**config.mk**
```make
export PLATFORM = sky130hd
export DESIGN_NAME = lcd_mux_controller
export DESIGN_NICKNAME = d
export VERILOG_FILES = /design/src/rtl/lcd_ref_tick_gen.v /design/src/rtl/lcd_slot_timer.v /design/src/rtl/lcd_mux_controller.v
export VERILOG_INCLUDE_DIRS = /design/src /design/src/rtl
export SDC_FILE = /design/constraint.sdc
export NUM_CORES = 2
export LEC_CHECK = 0
export ABC_AREA = 0
export BUFFER_PORTS_ARGS = -buffer_cell sky130_fd_sc_hd__buf_4
export CAP_MARGIN = 10
export CELL_PAD_IN_SITES_DETAIL_PLACEMENT = 0
export CELL_PAD_IN_SITES_GLOBAL_PLACEMENT = 1
export CORE_UTILIZATION = 40
export DETAILED_ROUTE_END_ITERATION = 8
export PLACE_DENSITY_LB_ADDON = 0.1
export SYNTH_ARGS = -nofsm -noshare
export SYNTH_HDL_FRONTEND = slang
export SYNTH_HIERARCHICAL = 1
export SYNTH_SLANG_ARGS = --single-unit
export TNS_END_PERCENT = 30
```
**constraint.sdc**
```tcl
create_clock -name i_sys_clk -period 2.9 [get_ports i_sys_clk]
set_input_delay 0.58 -clock i_sys_clk [delete_from_list [all_inputs] [get_ports i_sys_clk]]
set_output_delay 0.58 -clock i_sys_clk [all_outputs]
set_load 0.01 [all_outputs]
```
**src/rtl/lcd_mux_consts.vh**
```
// Constants for the multiplexed LCD controller: register offsets, field positions,
// reset values, divider codes and scan timing counts.
// Assumes inclusion by bare name from the rtl files that use it.
`ifndef LCD_MUX_CONSTS_VH
`define LCD_MUX_CONSTS_VH

// Register offsets on the byte-wide register port.
`define LCD_OFS_RAM_TOP 8'h3F
`define LCD_OFS_CTRL 8'hDC
`define LCD_OFS_BANK 8'hE0
`define LCD_OFS_STATUS 8'hE1

// Field positions of the mode control register.
`define LCD_CTRL_SIXTEEN_BIT 7
`define LCD_CTRL_ELEVEN_BIT 6
`define LCD_CTRL_REF_HI 5
`define LCD_CTRL_REF_LO 3
`define LCD_CTRL_RATE_HI_BIT 1
`define LCD_CTRL_RATE_LO_BIT 0
`define LCD_CTRL_WMASK 8'hFB

// Field positions of the status register.
`define LCD_STAT_RUN_BIT 0
`define LCD_STAT_AUX_BIT 1
`define LCD_STAT_FAIL_BIT 2
`define LCD_STAT_BP_HI 7
`define LCD_STAT_BP_LO 4

// Reset values.
`define LCD_CTRL_RST 8'h00
`define LCD_BANK_RST 1'b0

// Reference divider select codes.
`define LCD_REF_OFF 3'h0
`define LCD_REF_AUX 3'h1
`define LCD_REF_DIV32 3'h3
`define LCD_REF_DIV64 3'h4
`define LCD_REF_DIV128 3'h5
`define LCD_REF_DIV256 3'h6

// Reference divider terminal counts (divide factor minus one).
`define LCD_DIV32_TC 8'h1F
`define LCD_DIV64_TC 8'h3F
`define LCD_DIV128_TC 8'h7F
`define LCD_DIV256_TC 8'hFF

// Reference tick terminal counts per backplane slot (ticks per slot minus one) for each frame rate code.
// Eight slots of the reference give the base rate, so 32768 / (8 * base).
`define LCD_SLOT_TC_256HZ 5'h0F
`define LCD_SLOT_TC_128HZ 5'h1F
`define LCD_SLOT_TC_170HZ 5'h17
`define LCD_SLOT_TC_512HZ 5'h07

// Backplane slots per frame for each ratio.
`define LCD_SLOTS_MUX8 5'h08
`define LCD_SLOTS_RATIO_ELEVEN_SELECT 5'h0B
`define LCD_SLOTS_RATIO_SIXTEEN_SELECT 5'h10

// Segment columns that are never displayed in the 1/11 and 1/16 ratios.
`define LCD_WIDE_FIRST_COL 8

`endif

```
**src/rtl/lcd_ref_tick_gen.v**
```verilog
// Reference tick generator: divides the system clock or passes the auxiliary
// oscillator tick, giving one enable pulse per reference period.
// Assumes the auxiliary tick is a one-cycle pulse synchronous to i_sys_clk.
`timescale 1ns/10ps
`include "lcd_mux_consts.vh"
module lcd_ref_tick_gen (
    // Clock and reset
    input wire i_sys_clk,
    input wire i_rst_b,
    // Control
    input wire i_run,
    input wire [2:0] i_ref_sel,
    input wire i_aux_tick,
    // Tick out
    output reg o_ref_tick
);

reg [7:0] div_cnt_q;
reg [7:0] div_tc;

always @* begin
    case (i_ref_sel)
        `LCD_REF_DIV32: div_tc = `LCD_DIV32_TC;
        `LCD_REF_DIV64: div_tc = `LCD_DIV64_TC;
        `LCD_REF_DIV128: div_tc = `LCD_DIV128_TC;
        `LCD_REF_DIV256: div_tc = `LCD_DIV256_TC;
        default: div_tc = 8'h00;
    endcase
end

always @(posedge i_sys_clk) begin
    if (!i_rst_b || !i_run) begin
        div_cnt_q <= 8'h00;
        o_ref_tick <= 1'b0;
    end else if (i_ref_sel == `LCD_REF_AUX) begin
        div_cnt_q <= 8'h00;
        o_ref_tick <= i_aux_tick;
    end else if (div_cnt_q == div_tc) begin
        div_cnt_q <= 8'h00;
        o_ref_tick <= 1'b1;
    end else begin
        div_cnt_q <= div_cnt_q + 8'h01;
        o_ref_tick <= 1'b0;
    end
end

endmodule

```
**src/rtl/lcd_slot_timer.v**
```verilog
// Backplane slot timer: counts reference ticks and marks the end of each slot.
// Assumes i_ref_tick is a one-cycle enable pulse.
`timescale 1ns/10ps
`include "lcd_mux_consts.vh"
module lcd_slot_timer (
    // Clock and reset
    input wire i_sys_clk,
    input wire i_rst_b,
    // Control
    input wire i_run,
    input wire [1:0] i_rate_sel,
    input wire i_ref_tick,
    // Slot end pulse
    output wire o_slot_end
);

reg [4:0] tick_cnt_q;
reg [4:0] slot_tc;

always @* begin
    case (i_rate_sel)
        2'b01: slot_tc = `LCD_SLOT_TC_128HZ;
        2'b10: slot_tc = `LCD_SLOT_TC_170HZ;
        2'b11: slot_tc = `LCD_SLOT_TC_512HZ;
        default: slot_tc = `LCD_SLOT_TC_256HZ;
    endcase
end

assign o_slot_end = i_run && i_ref_tick && (tick_cnt_q == slot_tc);

always @(posedge i_sys_clk) begin
    if (!i_rst_b || !i_run) begin
        tick_cnt_q <= 5'h00;
    end else if (o_slot_end) begin
        tick_cnt_q <= 5'h00;
    end else if (i_ref_tick) begin
        tick_cnt_q <= tick_cnt_q + 5'h01;
    end
end

endmodule

```
**src/rtl/lcd_mux_controller.v**
```verilog
// Multiplexed LCD controller: two-page display RAM, mode control register and the
// backplane and segment scan that drives the glass through an external bias bridge.
// Assumes all inputs synchronous to i_sys_clk and a single-cycle register port.
//
// What this block does
// - Divider select 000 gives no reference clock and blanks the display.
// - Divider codes 011, 100, 101, 110 divide the clock by 32, 64, 128, 256.
// - Oscillator failure grounds every segment and backplane output.
// - Two ratio bits select 1/8, 1/11 or 1/16; both set is reserved.
// - Frame rate codes 01, 10, 00, 11 give 128, 170, 256, 512 Hz base.
// - Frame rate is base at 1/8, half at 1/16, eight elevenths at 1/11.
// - Each RAM bit drives one dot; one is on, zero is off.
// - Display RAM is two banked 64-byte pages at addresses 00h to 3Fh.
// - At 1/8 only page one drives a 56 by 8 matrix.
// - At 1/16 both pages drive 48 by 16; bytes 00 to 07 unused.
// - At 1/11 bytes 00 to 07 and page-two bits 3 to 7 are unused.
// - Bytes 38h to 3Fh of both pages are never displayed.
// - Reset clears the control register but leaves RAM contents undefined.
// - Divider code 001 selects the auxiliary oscillator; 010 and 111 reserved.
// - Stop mode without auxiliary source grounds all lines; source changes at frame end.
//
// The implementer's own choices: the address map and strobed register access.
`timescale 1ns/10ps
`include "lcd_mux_consts.vh"
module lcd_mux_controller (
    // Clock and reset
    input wire i_sys_clk,
    input wire i_rst_b,
    // Register port
    input wire [7:0] i_addr,
    input wire [7:0] i_wdata,
    input wire i_wr,
    input wire i_rd,
    output reg [7:0] o_rdata,
    // System status
    input wire i_aux_tick,
    input wire i_osc_fail,
    input wire i_stop_mode,
    // Panel drive
    output reg o_drive_en,
    output reg [15:0] o_backplane_lines,
    output reg [55:0] o_segment_columns,
    output reg o_frame_start
);

// ----------------------------------------------------------------------------
// Decoding helpers
// ----------------------------------------------------------------------------

// Number of backplane slots in one frame; zero marks the reserved ratio.
function [4:0] slots_of;
    input eleven;
    input sixteen;
    begin
        case ({sixteen, eleven})
            2'b00: slots_of = `LCD_SLOTS_MUX8;
            2'b01: slots_of = `LCD_SLOTS_RATIO_ELEVEN_SELECT;
            2'b10: slots_of = `LCD_SLOTS_RATIO_SIXTEEN_SELECT;
            default: slots_of = 5'h00;
        endcase
    end
endfunction

// A reference source that actually delivers a clock.
function src_valid;
    input [2:0] sel;
    begin
        case (sel)
            `LCD_REF_AUX: src_valid = 1'b1;
            `LCD_REF_DIV32: src_valid = 1'b1;
            `LCD_REF_DIV64: src_valid = 1'b1;
            `LCD_REF_DIV128: src_valid = 1'b1;
            `LCD_REF_DIV256: src_valid = 1'b1;
            default: src_valid = 1'b0;
        endcase
    end
endfunction

// Whether a select code routes the auxiliary oscillator instead of the divider.
function is_aux_src;
    input [2:0] sel;
    begin
        is_aux_src = (sel == `LCD_REF_AUX);
    end
endfunction

// ----------------------------------------------------------------------------
// Registers and display RAM
// ----------------------------------------------------------------------------

reg [7:0] ctrl_q;
reg bank_q;
reg [7:0] disp_ram [0:127];

wire ctrl_sixteen = ctrl_q[`LCD_CTRL_SIXTEEN_BIT];
wire ctrl_eleven = ctrl_q[`LCD_CTRL_ELEVEN_BIT];
wire [2:0] ctrl_ref_sel = ctrl_q[`LCD_CTRL_REF_HI:`LCD_CTRL_REF_LO];
wire [1:0] ctrl_rate = {ctrl_q[`LCD_CTRL_RATE_HI_BIT], ctrl_q[`LCD_CTRL_RATE_LO_BIT]};

wire ram_hit = (i_addr <= `LCD_OFS_RAM_TOP);
wire [6:0] ram_index = {bank_q, i_addr[5:0]};

wire ctrl_wr = i_wr && (i_addr == `LCD_OFS_CTRL);
wire bank_wr = i_wr && (i_addr == `LCD_OFS_BANK);
wire ram_wr = i_wr && ram_hit;

// The reserved bit 2 is masked on write so that it always reads back as zero.
always @(posedge i_sys_clk) begin
    if (!i_rst_b) begin
        ctrl_q <= `LCD_CTRL_RST;
    end else if (ctrl_wr) begin
        ctrl_q <= i_wdata & `LCD_CTRL_WMASK;
    end
end

always @(posedge i_sys_clk) begin
    if (!i_rst_b) begin
        bank_q <= `LCD_BANK_RST;
    end else if (bank_wr) begin
        bank_q <= i_wdata[0];
    end
end

// The RAM has no reset, so its contents after reset are whatever was there.
always @(posedge i_sys_clk) begin
    if (ram_wr) begin
        disp_ram[ram_index] <= i_wdata;
    end
end

// ----------------------------------------------------------------------------
// Scan configuration taken at frame boundaries
// ----------------------------------------------------------------------------

// The source, ratio and rate in use change only between frames while running.
reg [2:0] eff_sel_q;
reg eff_eleven_q;
reg eff_sixteen_q;
reg [1:0] eff_rate_q;
reg [3:0] bp_idx_q;
reg run_q;
reg fail_seen_q;
reg frame_end_q;

wire [4:0] eff_slots = slots_of(eff_eleven_q, eff_sixteen_q);
wire stop_kill = i_stop_mode && !is_aux_src(eff_sel_q);
wire cfg_ok = src_valid(eff_sel_q) && (eff_slots != 5'h00);
wire run_ok = cfg_ok && !i_osc_fail && !stop_kill;

wire ref_tick;
wire slot_end;
wire frame_end = slot_end && ({1'b0, bp_idx_q} == eff_slots - 5'h01);

lcd_ref_tick_gen u_ref_tick_gen (
    .i_sys_clk(i_sys_clk),
    .i_rst_b(i_rst_b),
    .i_run(run_ok),
    .i_ref_sel(eff_sel_q),
    .i_aux_tick(i_aux_tick),
    .o_ref_tick(ref_tick)
);

lcd_slot_timer u_slot_timer (
    .i_sys_clk(i_sys_clk),
    .i_rst_b(i_rst_b),
    .i_run(run_ok),
    .i_rate_sel(eff_rate_q),
    .i_ref_tick(ref_tick),
    .o_slot_end(slot_end)
);

always @(posedge i_sys_clk) begin
    if (!i_rst_b) begin
        eff_sel_q <= `LCD_REF_OFF;
        eff_eleven_q <= 1'b0;
        eff_sixteen_q <= 1'b0;
        eff_rate_q <= 2'b00;
    end else if (!run_ok || frame_end) begin
        eff_sel_q <= ctrl_ref_sel;
        eff_eleven_q <= ctrl_eleven;
        eff_sixteen_q <= ctrl_sixteen;
        eff_rate_q <= ctrl_rate;
    end
end

// ----------------------------------------------------------------------------
// Backplane sequencing
// ----------------------------------------------------------------------------

always @(posedge i_sys_clk) begin
    if (!i_rst_b) begin
        bp_idx_q <= 4'h0;
        run_q <= 1'b0;
        fail_seen_q <= 1'b0;
        frame_end_q <= 1'b0;
    end else begin
        run_q <= run_ok;
        fail_seen_q <= i_osc_fail;
        frame_end_q <= frame_end;
        if (!run_ok || frame_end) begin
            bp_idx_q <= 4'h0;
        end else if (slot_end) begin
            bp_idx_q <= bp_idx_q + 4'h1;
        end
    end
end

// ----------------------------------------------------------------------------
// Segment selection from the RAM
// ----------------------------------------------------------------------------

// Backplane index bit 3 picks the page, bits 2..0 pick the bit of each byte.
wire wide_mode = eff_eleven_q || eff_sixteen_q;
wire bp_allowed = ({1'b0, bp_idx_q} < eff_slots);
wire [55:0] seg_d;

genvar col;
generate
    for (col = 0; col < 56; col = col + 1) begin : g_col
        localparam integer COL_I = col;
        localparam [5:0] COL_ADDR = COL_I[5:0];
        wire [7:0] col_byte = disp_ram[{bp_idx_q[3], COL_ADDR}];
        wire col_shown = !(wide_mode && (col < `LCD_WIDE_FIRST_COL));
        assign seg_d[col] = col_shown && bp_allowed && col_byte[bp_idx_q[2:0]];
    end
endgenerate

// One-hot backplane selection; at 1/8 only backplanes 1..8 are ever reached.
wire [15:0] bp_d;

genvar bp;
generate
    for (bp = 0; bp < 16; bp = bp + 1) begin : g_bp
        localparam integer BP_I = bp;
        localparam [3:0] BP_IDX = BP_I[3:0];
        assign bp_d[bp] = bp_allowed && (bp_idx_q == BP_IDX);
    end
endgenerate

// ----------------------------------------------------------------------------
// Panel drive outputs
// ----------------------------------------------------------------------------

always @(posedge i_sys_clk) begin
    if (!i_rst_b) begin
        o_drive_en <= 1'b0;
        o_backplane_lines <= 16'h0000;
        o_segment_columns <= 56'h00_0000_0000_0000;
    end else if (!run_ok) begin
        o_drive_en <= 1'b0;
        o_backplane_lines <= 16'h0000;
        o_segment_columns <= 56'h00_0000_0000_0000;
    end else begin
        o_drive_en <= 1'b1;
        o_backplane_lines <= bp_d;
        o_segment_columns <= seg_d;
    end
end

// The lines follow the backplane index one cycle late, so the frame marker is taken
// from the index as well: it rises together with the first backplane of each frame.
always @(posedge i_sys_clk) begin
    if (!i_rst_b || !run_ok) begin
        o_frame_start <= 1'b0;
    end else begin
        o_frame_start <= (bp_idx_q == 4'h0) && (!run_q || frame_end_q);
    end
end

// ----------------------------------------------------------------------------
// Register read port
// ----------------------------------------------------------------------------

reg [7:0] status_word;

always @* begin
    status_word = 8'h00;
    status_word[`LCD_STAT_RUN_BIT] = run_q;
    status_word[`LCD_STAT_AUX_BIT] = is_aux_src(eff_sel_q);
    status_word[`LCD_STAT_FAIL_BIT] = fail_seen_q;
    status_word[`LCD_STAT_BP_HI:`LCD_STAT_BP_LO] = bp_idx_q;
end

always @(posedge i_sys_clk) begin
    if (!i_rst_b) begin
        o_rdata <= 8'h00;
    end else if (i_rd) begin
        if (ram_hit) begin
            o_rdata <= disp_ram[ram_index];
        end else begin
            case (i_addr)
                `LCD_OFS_CTRL: o_rdata <= ctrl_q;
                `LCD_OFS_BANK: o_rdata <= {7'h00, bank_q};
                `LCD_OFS_STATUS: o_rdata <= status_word;
                default: o_rdata <= 8'h00;
            endcase
        end
    end else begin
        o_rdata <= 8'h00;
    end
end

endmodule

```
==> metrics.cfg <==
[floorplanning]
std_cell_rows = 131
initial_core_util = 0.403
io_pins = 105
placeableCoreArea_sq_um = 127000
dieArea_sq_um = 130000
die_w_microns = 360
die_y_microns = 360

[timing]
worst_pin_slew_ns = 0.813
min_period_ns = 2.44
slew_headroom = 0.458
final.setup_skew_ns = 0.0290
slew_violations = 0
period_share = 0.842
whs_ns = 0.126
timing.fmax_ghz = 0.410
finalHoldViolCount = 0
finalSetupViolCount = 0
rsz0062_at_grt = no

[logic_synthesis]
ys_types = 67
syn_inst = 2969
synthFlopType = edfxtp_1
synth-async-reset-ratio = 0
synth_edf_count = 1024
ys_seq_elements = 1142
synth_area_sq_um = 51300
yosysWarningCount = 6
syn_area_per_cell_sq_um = 17.3
synthesis.nets = 3001
ys_seq_area_frac = 0.645

[drt]
num_vias = 30600
wire_per_inst_microns = 32.5
wl_microns = 167000
vias_per_cell = 5.97
route.antenna.remaining_nets = 0
drtPass1Iterations = 5
drtIter0Drc = 3167
post-route-drc-count = 0

[place]
placement.io_buffers = 104
place.gp.congestion = 0.913
dp_hpwl_microns = 118000

[power]
power_density_nw_per_um2 = 596
report.power.total_w = 0.0360
ir_worst_vdd_uv = 603
p_leak_nw = 20.6

[cts]
cts_max_level = 4
cts_buffer_depth = 3
path_clk_slew_ns = 0.06
clock-sinks = 1142
clock_latency_ns = 0.77
cts_made_buffers = 131
post_cts_buffers = 0
clockRootBuffer = clkbuf_16
tritoncts = built

[critical_path]
cp_slowest_cell = mux4_1
r2r_slack_ns = 0.46
crit_chain = buf_12 > buf_4 > mux4_1 > mux4_2 > and2_1
cp_data_arrival_time_ns = 3.08
path_delay_family = multiplexers
r2r_end = o_segment_columns[23]
r2r_cells = 5
cp.depth = 5
cp_max_fo = 27
cp.required_ns = 3.54
critPathCaptureType = flop
critical_path_class = reg2reg
cpPeakStageDelay_ns = 0.59
cp.buffers_inverters = 2
start_kind = flop

[final_layout]
drive_gt1_frac = 0.278
n_antenna_cell = 0
final_common_cell = edfxtp_1
nNetsFinal = 3383
final_cell_mix = edfxtp_1 (1024), mux2i_1 (489), buf_4 (407)
syn2layout_area_growth_pct = 17.9

[global_route]
antenna_found_initial = 5
grt_pass1_vias = 31700
globalRouteTotalUtil = 0.255
grt_start_max_net_pins = 93
grt_pass1_wl_microns = 237000
grt_overflow = 0

[min_path]
hold_depth = 2
hp-class = in2reg
worst_hold_path.endpoint = u_ref_tick_gen/o_ref_tick
hp-start = i_aux_tick

[job]
cap_violations = 0

[outcome]
outcome = completed

## flip-flops by register name (all words and copies together) (netlist names), named ones only
register / flops
disp_ram: 1024
o_segment_columns: 56
o_backplane_lines: 16
o_rdata: 8
u_ref_tick_gen/div_cnt_q: 8
ctrl_q: 7
u_slot_timer/tick_cnt_q: 5
bp_idx_q: 4
eff_sel_q: 3
eff_rate_q: 2
bank_q: 1
eff_eleven_q: 1
eff_sixteen_q: 1
fail_seen_q: 1
frame_end_q: 1
o_frame_start: 1
run_q: 1
u_ref_tick_gen/o_ref_tick: 1
## worst reg2reg max path: stages (launching register included)
cell and delay [ns]:
dfxtp_4 0.37, buf_12 0.24, buf_4 0.38, mux4_1 0.60, mux4_2 0.55, and2_1 0.19
## layer usage
layer  GRT usage  share of wire  vias to the layer above
met5           0        0.00020                        -
met4      0.0808          0.028                        6
met3      0.0434          0.060                      225
met2       0.422           0.49                     1162
met1       0.343           0.42                    16200
li1            -              -                    13000
## how the worst max path moves through the flow
| stage | to |
|---|---|
| floorplan | disp_ram[126][0] |
| global placement | o_rdata[4] |
| detailed placement | o_rdata[4] |
| CTS | o_segment_columns[23] |
| global route | eff_rate_q[1] |
| finish | o_segment_columns[23] |
## kinds of logic after synthesis
family | share of synthesized area
flip-flops | 0.645
multiplexers | 0.230
AND/OR/NAND/NOR | 0.0448
AO/OA/AOI/OAI | 0.0483
buffers and inverters | 0.0268
XOR/XNOR | 0.00222
adder cells (fa/ha/maj) | 0.00219
## synthesized netlist by cell type, types with 3 or more instances
cell type	count	share of area
buf_6	15	0.0033
nor3b_1	3	0.00044
nand2b_1	8	0.00098
mux2i_1	489	0.095
nand4_1	5	0.00061
clkbuf_1	75	0.0055
buf_12	6	0.0023
inv_1	7	0.00051
a22oi_1	236	0.035
nor2_1	148	0.011
a21oi_1	5	0.00049
nand3_1	133	0.013
mux4_2	283	0.12
o41ai_1	7	0.0012
nor2b_1	26	0.0032
and3_1	19	0.0023
xnor2_1	5	0.00085
edfxtp_1	1024	0.60
nand2_1	46	0.0034
buf_1	8	0.00059
a211oi_1	11	0.0016
and2_1	55	0.0067
mux4_1	17	0.0087
o22ai_1	6	0.00073
o21ai_1	8	0.00078
a41oi_1	28	0.0048
clkbuf_8	9	0.0024
dfxtp_1	118	0.046
buf_2	63	0.0061
xor2_1	8	0.0014
a21boi_0	7	0.0010
ha_1	9	0.0022
mux4_4	4	0.0020
buf_4	35	0.0051
## power by group
| group | total [W] | leakage (nW) | internal [W] | switching (W) |
|---|---|---|---|---|
| registers | 0.0179 | 10.2 | 0.0179 | 0.0000143 |
| clock network | 0.0163 | 2.07 | 0.00969 | 0.00664 |
| logic | 0.00177 | 8.37 | 0.000588 | 0.00118 |
## final cells by class
type,instances,area (sq um)
fill,10700,66900
sequential,1142,33100
multi-input combinational,1605,16800
timing repair buffer,464,4180
clock buffer,182,3690
tap,1662,2080
clock inverter,56,536
inverter,7,26.3
## what timing repair did
item / in CTS / in global routing
hold buffers: 1 / 0
hold endpoints to repair: 1 / 0
gates resized for setup: 0 / 0
## per-stage QoR
step	TNS, ns	setup WS [ns]	cells	utilization	area (sq um)
2_1_floorplan	0	0.326	2969	-	51300
3_3_place_gp	-0.408	-0.178	4879	0.442	56300
3_5_place_dp	-0.307	-0.163	4879	0.442	56300
4_1_cts	0	0.416	5118	0.475	60500
5_1_grt	0	0.373	5118	0.475	60500
6_report	0	0.458	5118	0.475	60500
(Power assumes the default switching activity.)
